===== config.mk =====
export PLATFORM = sky130hd
export DESIGN_NAME = uche_event_select
export DESIGN_NICKNAME = d
export VERILOG_FILES = /design/src/shared/uche_pkg.sv /design/src/design/uche_counter.sv /design/src/design/uche_event_select.sv
export SDC_FILE = /design/constraint.sdc
export NUM_CORES = 1
export LEC_CHECK = 0
export BUFFER_PORTS_ARGS = -buffer_cell sky130_fd_sc_hd__buf_4
export CORE_UTILIZATION = 59
export CTS_CLUSTER_SIZE = 30
export DETAILED_ROUTE_END_ITERATION = 16
export GPL_TIMING_DRIVEN = 1
export PLACE_DENSITY = 0.82
export RECOVER_POWER = 100
export SLEW_MARGIN = 20
export SYNTH_ARGS = -nofsm -noshare
export SYNTH_HDL_FRONTEND = slang
export SYNTH_SLANG_ARGS = --single-unit

===== constraint.sdc =====
create_clock -name ref_clk -period 11.4 [get_ports ref_clk]
set_input_delay 2.28 -clock ref_clk [delete_from_list [all_inputs] [get_ports ref_clk]]
set_output_delay 2.28 -clock ref_clk [all_outputs]
set_load 0.05 [all_outputs]

===== src/shared/uche_pkg.sv =====
// Package for the uncore cache and home-logic event selector.
// Assumes one 100 MHz uncore clock shared by the selector, APB and all event sources.
package uche_pkg;

  // ----------------------------------------------------------------
  // Register map and fields
  // ----------------------------------------------------------------
  localparam int          APB_AW        = 12;
  localparam logic [11:0] OFS_CTRL      = 12'h000;
  localparam logic [11:0] OFS_CNT_LO    = 12'h004;
  localparam logic [11:0] OFS_CNT_HI    = 12'h008;
  localparam logic [11:0] OFS_STATUS    = 12'h00C;
  localparam int          CTRL_CODE_LSB = 0;
  localparam int          CTRL_MASK_LSB = 8;
  localparam int          CTRL_EN_BIT   = 16;
  localparam int          CTRL_CLR_BIT  = 17;
  localparam int          STAT_SEL_BIT  = 0;
  localparam int          STAT_ERR_BIT  = 1;
  localparam int          STAT_FULL_LSB = 2;
  localparam int          STAT_BUSY_LSB = 5;
  localparam logic [7:0]  CODE_RST      = 8'h00;
  localparam logic [7:0]  MASK_RST      = 8'h00;
  localparam int          CNT_WIDTH_DEF = 48;

  // ----------------------------------------------------------------
  // Event codes and unit masks
  // ----------------------------------------------------------------
  localparam logic [7:0] EVC_FILL     = 8'h0A;
  localparam logic [7:0] EVC_VICTIM   = 8'h0B;
  localparam logic [7:0] EVC_HOME_REQ = 8'h20;
  localparam logic [7:0] EVC_TRK_FULL = 8'h21;
  localparam logic [7:0] EVC_TRK_BUSY = 8'h22;
  localparam int         FILL_BITS    = 4;
  localparam int         VICTIM_BITS  = 5;
  localparam int         REQ_BITS     = 6;
  localparam int         TRK_BITS     = 3;
  localparam int         STATE_MOD    = 0;

  typedef enum logic [2:0] {
    CL_NONE, CL_FILL, CL_VICTIM, CL_REQ, CL_FULL, CL_BUSY
  } uche_class_t;

  // ----------------------------------------------------------------
  // Carriers
  // ----------------------------------------------------------------
  // Fill and victim states are one-hot; every vector has the bit order of its unit mask:
  // fill M,E,S,F; victim M,E,S,I,F; requests io_hub rd/wr, remote rd/wr,
  // local rd/wr; trackers io_hub, remote, local.
  typedef struct packed {
    logic                   fillValid;
    logic [FILL_BITS-1:0]   fillState;
    logic                   fillSnoopOwn;
    logic                   victimValid;
    logic [VICTIM_BITS-1:0] victimState;
    logic                   victimRemote;
  } uche_cache_ev_t;

  typedef struct packed {
    logic [REQ_BITS-1:0] req;
    logic [TRK_BITS-1:0] full;
    logic [TRK_BITS-1:0] busy;
  } uche_home_ev_t;

  typedef struct packed {
    logic              psel;
    logic              penable;
    logic              pwrite;
    logic [APB_AW-1:0] paddr;
    logic [31:0]       pwdata;
  } uche_apb_req_t;

  typedef struct packed {
    logic        pready;
    logic [31:0] prdata;
    logic        pslverr;
  } uche_apb_rsp_t;

endpackage


===== src/design/uche_counter.sv =====
// Wrapping event counter with a synchronous clear.
// Assumes the increment is already gated by the event selection.
`timescale 1ns/100ps
module uche_counter #(
  parameter int WIDTH = 48
) (
  // Clock and control
  input  wire logic             ref_clk,
  input  wire logic             rst_n,
  input  wire logic             clkEn,
  input  wire logic             clear,
  // Count
  input  wire logic [2:0]       incAmt,
  output logic      [WIDTH-1:0] count_ff
);

  // ----------------------------------------------------------------
  // Parameter check
  // ----------------------------------------------------------------
  if (WIDTH < 8 || WIDTH > 64) begin : g_chk
    $error("Counter width must lie between 8 and 64.");
  end

  // ----------------------------------------------------------------
  // Counter
  // ----------------------------------------------------------------
  // The counter wraps silently; no block in the design flags an overflow.
  always_ff @(posedge ref_clk) begin
    if (!rst_n) begin
      count_ff <= '0;
    end else if (clkEn) begin
      if (clear) begin
        count_ff <= '0;
      end else begin
        count_ff <= count_ff + WIDTH'(incAmt);
      end
    end
  end

endmodule


===== src/design/uche_event_select.sv =====
// Event selector and counter for last-level cache fills, victims and home-logic activity.
// Assumes event sources and APB share ref_clk, so event inputs are not synchronised.
//
// Notes on behaviour
// - Code 0AH, mask 01H: count each cache line filled in modified state.
// - Fill code: mask 02H counts exclusive fills, mask 04H counts shared fills.
// - Fill code: mask 08H counts forward fills, mask 0FH counts fills in any state.
// - Modified fills are legal only when forwarded by a snoop read-invalidate-own.
// - Code 0BH, mask 01H counts modified victims; each is written back home.
// - Victim code: mask 02H counts exclusive victims, mask 04H shared victims.
// - Victim code: mask 08H counts invalid victims, mask 10H forward victims.
// - Victim code: mask 1FH counts every victim whatever its state.
// - Code 20H: mask 01H counts io_hub reads, 02H io_hub writes.
// - Request code: mask 04H counts remote reads, 08H remote writes.
// - Request code: mask 10H counts local reads, 20H local writes.
// - Code 21H counts cycles the chosen tracker is full; 01H/02H/04H pick tracker.
// - Code 22H counts cycles the chosen tracker is busy, same tracker mask.
`timescale 1ns/100ps
module uche_event_select #(
  parameter int CNT_WIDTH = uche_pkg::CNT_WIDTH_DEF
) (
  // Clock, reset and clock enable
  input  wire logic                    ref_clk,
  input  wire logic                    rst_n,
  input  wire logic                    clkEn,
  // APB register port
  input  wire uche_pkg::uche_apb_req_t apbReq,
  output uche_pkg::uche_apb_rsp_t      apbRsp,
  // Event sources
  input  wire uche_pkg::uche_cache_ev_t cacheEv,
  input  wire uche_pkg::uche_home_ev_t  homeEv,
  // Modified victim write-back notices
  output logic                         wbLocal,
  output logic                         wbRemote
);
  import uche_pkg::*;

  // ----------------------------------------------------------------
  // Parameter check
  // ----------------------------------------------------------------
  if (CNT_WIDTH < 33 || CNT_WIDTH > 64) begin : g_chk
    $error("CNT_WIDTH must lie between 33 and 64.");
  end

  // ----------------------------------------------------------------
  // Functions
  // ----------------------------------------------------------------
  function automatic uche_class_t classOf(input logic [7:0] code);
    uche_class_t cl;
    cl = CL_NONE;
    case (code)
      EVC_FILL:     cl = CL_FILL;
      EVC_VICTIM:   cl = CL_VICTIM;
      EVC_HOME_REQ: cl = CL_REQ;
      EVC_TRK_FULL: cl = CL_FULL;
      EVC_TRK_BUSY: cl = CL_BUSY;
      default:      cl = CL_NONE;
    endcase
    return cl;
  endfunction

  function automatic logic [2:0] popCount(input logic [REQ_BITS-1:0] v);
    logic [2:0] n;
    n = 3'h0;
    for (int i = 0; i < REQ_BITS; i++) begin
      n = n + 3'(v[i]);
    end
    return n;
  endfunction

  function automatic logic isMapped(input logic [APB_AW-1:0] a);
    return (a == OFS_CTRL) || (a == OFS_CNT_LO) || (a == OFS_CNT_HI)
        || (a == OFS_STATUS);
  endfunction

  // ----------------------------------------------------------------
  // Declarations
  // ----------------------------------------------------------------
  logic [7:0]           code_ff;
  logic [7:0]           umask_ff;
  logic                 enable_ff;
  logic                 modErr_ff;
  logic                 wbLocal_ff;
  logic                 wbRemote_ff;
  uche_apb_rsp_t        apbRsp_ff;
  uche_apb_rsp_t        nxt_apbRsp;
  logic [CNT_WIDTH-1:0] count;
  logic [63:0]          count64;
  uche_class_t          evClass;
  logic                 apbSetup;
  logic                 apbDone;
  logic                 wrCtrl;
  logic                 wrStatus;
  logic                 cntClear;
  logic                 fillLegal;
  logic                 fillHit;
  logic                 victimHit;
  logic [2:0]           reqHits;
  logic                 fullHit;
  logic                 busyHit;
  logic                 modErrSet;
  logic [2:0]           nxt_inc;

  // ----------------------------------------------------------------
  // APB decode
  // ----------------------------------------------------------------
  assign apbSetup = apbReq.psel && !apbReq.penable;
  assign apbDone  = apbReq.psel && apbReq.penable && apbRsp_ff.pready;
  assign wrCtrl   = apbDone && apbReq.pwrite && (apbReq.paddr == OFS_CTRL);
  assign wrStatus = apbDone && apbReq.pwrite && (apbReq.paddr == OFS_STATUS);
  assign cntClear = wrCtrl && apbReq.pwdata[CTRL_CLR_BIT];
  assign count64  = 64'(count);

  // ----------------------------------------------------------------
  // Event matching
  // ----------------------------------------------------------------
  assign evClass = classOf(code_ff);

  // A modified fill that did not come from a snoop read-invalidate-own is
  // dropped and flagged rather than counted, so a broken source cannot
  // inflate the modified count.
  assign fillLegal = !(cacheEv.fillState[STATE_MOD] && !cacheEv.fillSnoopOwn);
  assign modErrSet = cacheEv.fillValid && !fillLegal;
  assign fillHit   = cacheEv.fillValid && fillLegal
                  && |(cacheEv.fillState & umask_ff[FILL_BITS-1:0]);
  assign victimHit = cacheEv.victimValid
                  && |(cacheEv.victimState & umask_ff[VICTIM_BITS-1:0]);
  assign reqHits   = popCount(homeEv.req & umask_ff[REQ_BITS-1:0]);
  assign fullHit   = |(homeEv.full & umask_ff[TRK_BITS-1:0]);
  assign busyHit   = |(homeEv.busy & umask_ff[TRK_BITS-1:0]);

  always_comb begin
    nxt_inc = 3'h0;
    if (enable_ff) begin
      case (evClass)
        CL_FILL:   nxt_inc = {2'h0, fillHit};
        CL_VICTIM: nxt_inc = {2'h0, victimHit};
        CL_REQ:    nxt_inc = reqHits;
        CL_FULL:   nxt_inc = {2'h0, fullHit};
        CL_BUSY:   nxt_inc = {2'h0, busyHit};
        default:   nxt_inc = 3'h0;
      endcase
    end
  end

  // ----------------------------------------------------------------
  // Counter
  // ----------------------------------------------------------------
  uche_counter #(
    .WIDTH    (CNT_WIDTH)
  ) u_counter (
    .ref_clk  (ref_clk),
    .rst_n    (rst_n),
    .clkEn    (clkEn),
    .clear    (cntClear),
    .incAmt   (nxt_inc),
    .count_ff (count)
  );

  // ----------------------------------------------------------------
  // Control register
  // ----------------------------------------------------------------
  always_ff @(posedge ref_clk) begin
    if (!rst_n) begin
      code_ff   <= CODE_RST;
      umask_ff  <= MASK_RST;
      enable_ff <= 1'b0;
    end else if (clkEn && wrCtrl) begin
      code_ff   <= apbReq.pwdata[CTRL_CODE_LSB +: 8];
      umask_ff  <= apbReq.pwdata[CTRL_MASK_LSB +: 8];
      enable_ff <= apbReq.pwdata[CTRL_EN_BIT];
    end
  end

  // ----------------------------------------------------------------
  // Sticky illegal-fill flag
  // ----------------------------------------------------------------
  // A new illegal fill in the clearing cycle keeps the flag set.
  always_ff @(posedge ref_clk) begin
    if (!rst_n) begin
      modErr_ff <= 1'b0;
    end else if (clkEn) begin
      modErr_ff <= modErrSet
                || (modErr_ff && !(wrStatus && apbReq.pwdata[STAT_ERR_BIT]));
    end
  end

  // ----------------------------------------------------------------
  // Write-back notices
  // ----------------------------------------------------------------
  always_ff @(posedge ref_clk) begin
    if (!rst_n) begin
      wbLocal_ff  <= 1'b0;
      wbRemote_ff <= 1'b0;
    end else if (clkEn) begin
      wbLocal_ff  <= cacheEv.victimValid && cacheEv.victimState[STATE_MOD]
                  && !cacheEv.victimRemote;
      wbRemote_ff <= cacheEv.victimValid && cacheEv.victimState[STATE_MOD]
                  && cacheEv.victimRemote;
    end
  end

  assign wbLocal  = wbLocal_ff;
  assign wbRemote = wbRemote_ff;

  // ----------------------------------------------------------------
  // APB response
  // ----------------------------------------------------------------
  // Read data is captured in the setup cycle. The two count halves are read
  // in separate transfers, so software must re-read the high half to catch
  // a carry between them.
  always_comb begin
    nxt_apbRsp         = '0;
    nxt_apbRsp.pready  = apbSetup;
    nxt_apbRsp.pslverr = apbSetup && !isMapped(apbReq.paddr);
    if (apbSetup && !apbReq.pwrite) begin
      case (apbReq.paddr)
        OFS_CTRL: begin
          nxt_apbRsp.prdata[CTRL_CODE_LSB +: 8] = code_ff;
          nxt_apbRsp.prdata[CTRL_MASK_LSB +: 8] = umask_ff;
          nxt_apbRsp.prdata[CTRL_EN_BIT]        = enable_ff;
        end
        OFS_CNT_LO: begin
          nxt_apbRsp.prdata = count64[31:0];
        end
        OFS_CNT_HI: begin
          nxt_apbRsp.prdata = count64[63:32];
        end
        OFS_STATUS: begin
          nxt_apbRsp.prdata[STAT_SEL_BIT]             = (evClass != CL_NONE);
          nxt_apbRsp.prdata[STAT_ERR_BIT]             = modErr_ff;
          nxt_apbRsp.prdata[STAT_FULL_LSB +: TRK_BITS] = homeEv.full;
          nxt_apbRsp.prdata[STAT_BUSY_LSB +: TRK_BITS] = homeEv.busy;
        end
        default: begin
          nxt_apbRsp.prdata = 32'h0000_0000;
        end
      endcase
    end
  end

  always_ff @(posedge ref_clk) begin
    if (!rst_n) begin
      apbRsp_ff <= '0;
    end else if (clkEn) begin
      apbRsp_ff <= nxt_apbRsp;
    end
  end

  assign apbRsp = apbRsp_ff;

endmodule


==> out/qor.tcl, run 1 <==
set qor(cts.clk_slew.worst_paths_ps) 100
set qor(synth-seq-area-share_pct) 40.2
set qor(cts-root-buf) {clkbuf_8}
set qor(final.period_utilization_pct) 67.0
set qor(rows) 33
set qor(data_arrival_time_of_the_worst_path_ps) 7920
set qor(cts.sink_count) 102
set qor(syn_area_cell_um2) 8.49
set qor(final.fill_count) 717
set qor(worst_pin_slew_ps) 2060
set qor(cts_made_buffers) 9
set qor(floorplan.die_area_um2) 8980
set qor(stdcell_count) 786
set qor(timing.setup.tns_ps) 0
set qor(port_buffers) 96
set qor(initial_antenna_violation_count) 0
set qor(dr.first_iter.drc_count) 301
set qor(setup-violations-final) 0
set qor(cts_tree) {yes}
set qor(vias) 4830
set qor(critical_path.endpoint_type) {flop}
set qor(yosys_warnings) 0
set qor(reg2reg_to) {u_counter.count_ff[42]}
set qor(worst_clock_skew_ps) 10.6
set qor(first_pass_grt_wire_length_um) 21900
set qor(timing.reg2reg.setup_slack_ps) 5140
set qor(grt_setup_unrepaired) {no}
set qor(max_slew_margin_pct) -38.5
set qor(grt_pass1_vias) 4509
set qor(routed_wl_um) 13700
set qor(run_status) {complete, but fails checks}
set qor(place_congestion) 0.907
set qor(start_util_pct) 61.5
set qor(max_freq_mhz) 131
set qor(cts-htree-levels) 3
set qor(core_um2) 8260
set qor(synthArstFlopShare_pct) 0
set qor(total_drc_errors_in_the_routed_layout) 0
set qor(synth_compound_area_share_pct) 15.5
set qor(die_width_um) 94.8
set qor(yosys.area_share.simple_pct) 27.7
set qor(synth.distinct_cells) 53
set qor(critPathMaxFanout) 6
set qor(drt-wirelength-per-cell_um) 17.5
set qor(antenna_violating_nets_post_route) 0
set qor(postSynthRegisterBits) 102
set qor(timing.final.crit_period_ps) 7640
set qor(crit_path_start) {homeEv[6]}
set qor(post_synth_instance_area_um2) 5080
set qor(postCtsHoldBufs) 0
set qor(final_hold_viol_count) 0
set qor(timing.critical_path.to) {u_counter.count_ff[42]}
set qor(synth_edf_count) 0
set qor(vdd_ir_drop_max_mv) 0.0880
set qor(r2r.worst_path.cells) 14
set qor(placed_cell_count) 771
set qor(synthXorXnorAreaFrac_pct) 4.66
set qor(floorplan.io_pins) 111
set qor(synth_top_family_by_area) {simple AND/OR/NAND/NOR gates}
set qor(synth.net_count) 681
set qor(avgViaCountPerCell) 6.15
set qor(detail_route.first_pass.iterations) 6
set qor(drive_gt1_share_pct) 13.4
set qor(insertedDiodeCount) 0
set qor(power-per-cell-area_nw_per_um2) 106
set qor(crit_type) {primary input to flop}
set qor(maxSlewViolCount) 61
set qor(synth_fa_ha_area_share_pct) 2.56
set qor(r2r-start) {umask_ff[1]}
set qor(ys_dominant_reg_cell) {dfxtp_1}
set qor(worstSetupStartpointType) {primary input}
set qor(static-leakage-power_nw) 1.94
set qor(clk_lat_worst_skew_ps) 370
set qor(synth.area.mux_share_pct) 5.94
set qor(netlist_instances) 598
set qor(layout.nets) 760
set qor(timing.max_cap.violations) 3
set qor(area_growth_pct) 15.6
set qor(total_track_usage_pct) 31.8
set qor(total_of_cells_resized_after_clock_tree_synthesis) 0
set qor(grt_overflow) 0
set qor(floorplan.die.height_um) 94.8
set qor(cts_buffer_depth) 2
set qor(postCtsSetupBuffers) 0
set qor(worst_hold_path_type) {flop to flop}
set qor(crit_required_ps) 11680
set qor(failed_checks) {max-capacitance violations, max-slew violations}
set qor(detailed_place_hpwl_um) 10100
set qor(largest_net_degree_at_the_start_of_global_routing) 44
[logic make-up after synthesis]
kind of cell	Yosys count
simple gates	268
compound gates	127
flops	102
buf+inv	46
xor+xnor	27
mux	20
fa+ha+maj	8
[cell usage after synthesis, drive strengths merged (3+ instances only)]
master,number,area [um2]
inv,16,60.1
nand2b,6,37.5
a21oi,48,240
nor3,13,65.1
ha,4,50.1
buf,3,12.5
and4,7,61.3
nor2,48,180
and3,6,37.5
nand2,66,248
or2,3,18.8
fa,4,80.1
o21ai,28,140
nand3,27,135
mux2i,11,110
a21boi,21,158
clkbuf,27,101
xnor2,17,149
a22o,8,70.1
xor2,10,87.6
a22oi,5,37.5
or3,17,106
nand4,16,106
nor2b,33,206
nor4,8,56.3
dfxtp,102,2040
o31ai,3,22.5
nand3b,3,22.5
mux4,8,180
or4,6,48.8
nand4b,3,26.3
[power breakdown]
group	internal, mW	switching [mW]
registers	0.357	0.000535
logic	0.0192	0.0190
clock network	0.101	0.124
[state kept, by name, summed over array words and instances (netlist names)]
register            flops
modErr_ff               1
wbLocal                 1
enable_ff               1
wbRemote                1
code_ff                 8
apbRsp                 34
umask_ff                8
u_counter.count_ff     48
[per-layer routing]
| layer | track usage [%] | up-vias | share of wire (%) |
|---|---|---|---|
| li1 | - | 2280 | - |
| met1 | 39.4 | 2296 | 41 |
| met3 | 6.28 | 36 | 7.6 |
| met4 | 12.1 | 0 | 2.8 |
| met2 | 54.4 | 218 | 49 |
| met5 | 0 | - | 0 |
[layout make-up]
cell class,count,area [um2],share of cell area (%)
Clock inverter,5,60.1,1.02
Tap cell,105,131,2.24
Multi-Input combinational cell,450,2860,48.7
Inverter,16,60.1,1.02
Clock buffer,10,128,2.17
Sequential cell,102,2040,34.8
Timing Repair Buffer,98,593,10.1
[worst max-delay path, stage by stage]
cell	delay, ps
clkbuf_4	100
nand2_1	70
fa_1	540
fa_1	560
inv_1	40
ha_1	190
inv_1	60
fa_1	390
or2_2	350
fa_1	450
nand2b_1	210
a2111oi_0	1530
nand4_1	510
or3_1	470
a21oi_1	160
[how the worst min path moves through the flow]
stage,startpoint,endpoint,depth (start not counted)
floorplan,umask_ff[6],umask_ff[6],2
global placement,apbRsp[13],apbRsp[13],2
detailed placement,apbRsp[9],apbRsp[9],2
CTS,apbRsp[9],apbRsp[9],2
global route,umask_ff[7],umask_ff[7],2
finish,apbRsp[9],apbRsp[9],2
[stage by stage]
| step | hold WS, ps | power, mW | util, % | instance area, um2 | setup slack, ps |
|---|---|---|---|---|---|
| 6_report | 463 | 0.621 | 71.1 | 5870 | 3760 |
| 5_1_grt | 500 | 0.639 | 71.1 | 5870 | 3390 |
| 4_1_cts | 477 | 0.625 | 72.9 | 6020 | 4730 |
| 3_5_place_dp | 454 | 0.404 | 70.7 | 5840 | 4440 |
| 3_3_place_gp | 442 | 0.403 | 70.7 | 5840 | 4520 |
| 2_1_floorplan | 440 | 0.383 | - | 5080 | 4810 |
[cell usage in the layout, fill, tap and decap left out, drive strengths merged, types with 6 or more instances in the layout]
cell | synthesis | routed
and4 | 7 | 7
or3 | 17 | 17
nand3 | 27 | 27
clkbuf | 27 | 49
mux2i | 11 | 11
nand4 | 16 | 16
a22o | 8 | 8
inv | 16 | 17
nor4 | 8 | 8
xor2 | 10 | 10
a21boi | 21 | 21
buf | 3 | 59
nand2b | 6 | 6
o21ai | 28 | 28
nand2 | 66 | 66
and3 | 6 | 6
dfxtp | 102 | 102
nor3 | 13 | 13
nor2b | 33 | 33
nor2 | 48 | 48
xnor2 | 17 | 17
mux4 | 8 | 8
a21oi | 48 | 48
or4 | 6 | 6
(Power assumes the default switching activity.)
==> inputs of run 2 (changes only) <==
--- a/config.mk
+++ b/config.mk
@@ -6,11 +6,11 @@
 export NUM_CORES = 1
 export LEC_CHECK = 0
 export BUFFER_PORTS_ARGS = -buffer_cell sky130_fd_sc_hd__buf_4
-export CORE_UTILIZATION = 59
+export CORE_UTILIZATION = 49
 export CTS_CLUSTER_SIZE = 30
 export DETAILED_ROUTE_END_ITERATION = 16
 export GPL_TIMING_DRIVEN = 1
-export PLACE_DENSITY = 0.82
+export PLACE_DENSITY = 0.72
 export RECOVER_POWER = 100
 export SLEW_MARGIN = 20
 export SYNTH_ARGS = -nofsm -noshare
==> constraint.sdc (replaced) <==
create_clock -name ref_clk -period 6.4 [get_ports ref_clk]
set_input_delay 1.28 -clock ref_clk [delete_from_list [all_inputs] [get_ports ref_clk]]
set_output_delay 1.28 -clock ref_clk [all_outputs]
set_load 0.05 [all_outputs]
==> run 2 against run 1 <==
Net effect:
- the run still ends with max-capacitance violations, max-slew violations left
- sequential share of layout area decreased by 0.36 points
- critical path type unchanged
- critical path depth unchanged
- critical endpoint is now u_counter.count_ff[44]
- first-iteration DRC count increased by 9.6%
- largest power group unchanged
- design area increased by 1.0%
- clock power increased by 89%
- utilization decreased by 11 points
==> out/qor.tcl, run 2 (same netlist as run 1, synthesis figures left out) <==
set qor(total_track_usage_pct) 25.6 ;# -6.2 points
set qor(top_register) {u_counter.count_ff}
set qor(timing.final.crit_period_ps) 5560
set qor(worst_hold_path_type) {flop to flop}
set qor(reg2reg_to) {u_counter.count_ff[44]}
set qor(critPathMaxFanout) 9 ;# +3
set qor(total_drc_errors_in_the_routed_layout) 0 ;# unchanged
set qor(layout.nets) 762 ;# +0.26%
set qor(cts.sink_count) 102 ;# unchanged
set qor(detailed_place_hpwl_um) 10100 ;# -0.23%
set qor(floorplan.io_pins) 111 ;# unchanged
set qor(cts_made_buffers) 9 ;# unchanged
set qor(die_width_um) 104 ;# +9.5%
set qor(final_hold_viol_count) 0 ;# unchanged
set qor(worst_pin_slew_ps) 1740 ;# -311 ps
set qor(setup_ws_ps) 844 ;# -2920 ps
set qor(largest_reg_flops) 48 ;# unchanged
set qor(cts-root-buf) {clkbuf_8}
set qor(core_um2) 9910 ;# +20%
set qor(floorplan.die.height_um) 104 ;# +9.5%
set qor(critical_path.endpoint_type) {flop}
set qor(setup-violations-final) 0 ;# unchanged
set qor(power-per-cell-area_nw_per_um2) 191 ;# +80%
set qor(insertedDiodeCount) 0 ;# unchanged
set qor(final_common_cell) {dfxtp_1}
set qor(cts.clk_slew.worst_paths_ps) 100 ;# about the same
set qor(vias) 4709 ;# -2.5%
set qor(grt_pass1_vias) 4479 ;# -0.67%
set qor(cts_buffer_depth) 2 ;# unchanged
set qor(data_arrival_time_of_the_worst_path_ps) 5850 ;# -2070 ps
set qor(drive_gt1_share_pct) 13.3 ;# -0.059 points
set qor(final.period_utilization_pct) 86.8
set qor(hp-start) {apbRsp[10]}
set qor(crit_required_ps) 6700 ;# -4980 ps
set qor(start_util_pct) 51.3 ;# -10 points
set qor(globalRouteMet1Util_pct) 31.6 ;# -7.8 points
set qor(global_route.peak_usage_layer) {met2}
set qor(dr.first_iter.drc_count) 330 ;# +9.6%
set qor(rows) 36 ;# +9.1%
set qor(timing.setup.tns_ps) 0 ;# unchanged
set qor(routed_wl_um) 13500 ;# -2.0%
set qor(total_of_cells_resized_after_clock_tree_synthesis) 0 ;# unchanged
set qor(timing.reg2reg.setup_slack_ps) 1280 ;# -3860 ps
set qor(port_buffers) 96 ;# unchanged
set qor(postCtsSetupBuffers) 0 ;# unchanged
set qor(postCtsHoldBufs) 0 ;# unchanged
set qor(highest_count_cells_in_the_layout_ignoring_fill_and_taps) {102 x dfxtp_1, 66 x nand2_1, 59 x buf_4}
set qor(grt_overflow) 0 ;# unchanged
set qor(crit_type) {primary input to flop}
set qor(place_congestion) 0.858 ;# -5.5%
set qor(static-leakage-power_nw) 1.95 ;# +0.51%
set qor(detail_route.first_pass.iterations) 5 ;# -1
set qor(r2r-start) {umask_ff[0]}
set qor(cts-htree-levels) 3 ;# unchanged
set qor(worst_clock_skew_ps) 9.76 ;# -0.836 ps
set qor(hold_depth) 2 ;# unchanged
set qor(worstHoldEndpoint) {apbRsp[10]}
set qor(area_growth_pct) 16.8
set qor(dp_slack_ps) 531 ;# -3910 ps
set qor(max_freq_mhz) 180
set qor(maxSlewViolCount) 73 ;# +20%
set qor(initial_antenna_violation_count) 0 ;# unchanged
set qor(worstSetupStartpointType) {primary input}
set qor(run_status) {complete, but fails checks}
set qor(first_pass_grt_wire_length_um) 22000 ;# +0.79%
set qor(vdd_ir_drop_max_mv) 0.137 ;# +56%
set qor(cts_tree) {yes}
set qor(failed_checks) {max-capacitance violations, max-slew violations}
set qor(floorplan.die_area_um2) 10800 ;# +20%
set qor(drt-wirelength-per-cell_um) 16.5 ;# -5.7%
set qor(timing.max_cap.violations) 2 ;# -1
set qor(largest_net_degree_at_the_start_of_global_routing) 44 ;# unchanged
set qor(antenna_violating_nets_post_route) 0 ;# unchanged
set qor(r2r.worst_path.cells) 14 ;# unchanged
set qor(clk_lat_worst_skew_ps) 370 ;# about the same
set qor(grt_setup_unrepaired) {no}
set qor(max_slew_margin_pct) -16.3 ;# +22 points
set qor(avgViaCountPerCell) 5.76 ;# -6.2%
set qor(grt.met3_usage_pct) 5.60 ;# -0.68 points
set qor(fraction_of_met2_tracks_used_by_global_routing_pct) 44.3 ;# -10 points
## run 2: how the worst max path moves through the flow
stage,startpoint,to,slack (ps),depth (start not counted)
after floorplan,homeEv[6],u_counter.count_ff[44],810,14
after CTS,homeEv[6],u_counter.count_ff[44],890,15
final,homeEv[6],u_counter.count_ff[44],840,15
after global placement,homeEv[6],u_counter.count_ff[44],550,15
after detailed placement,homeEv[6],u_counter.count_ff[44],530,15
after global routing,homeEv[6],u_counter.count_ff[44],590,15
## run 2: where the power goes
group	leakage, nW	internal [mW]	switching (mW)
clock network	0.103	0.204	0.223
registers	0.822	0.635	0.00118
logic	1.02	0.0341	0.0336
## run 2: through the flow
stage                     instances  util, %  hold slack, ps  power [mW]  area [um2]
after floorplan                 598        -             440       0.682        5080
after global placement          801     59.4             445       0.719        5890
after detailed placement        801     59.4             452       0.721        5890
after CTS                       817     61.5             476        1.14        6100
after global routing            817     59.9             504        1.17        5930
final                           817     59.9             465        1.13        5930
## run 2: worst max-delay path, stage by stage
cell and delay, ps:
clkbuf_4 100, nand2_1 60, fa_1 530, fa_1 540, inv_1 40, ha_1 190, inv_1 70, fa_1 390
or2_2 340, fa_1 440, nand2b_1 220, a2111o_1 570, or4_1 610, or4_1 400, o21ai_0 70
## run 2: cell type report
| class | count | area [um2] |
|---|---|---|
| clock buffers | 12 | 155 |
| flip-flops and latches | 102 | 2040 |
| fillers | 956 | 3980 |
| multi-input cells | 450 | 2850 |
| clock inverters | 4 | 55.1 |
| inverters | 16 | 60.1 |
| well taps | 133 | 166 |
| repair buffers | 100 | 601 |
## run 2: metal layers
layer	routed length, um	share of wire, %	vias to the layer above
met4	294	2.2	0
met2	6430	48	167
met3	897	6.7	28
met5	0	0	-
met1	5840	43	2224
li1	-	-	2290
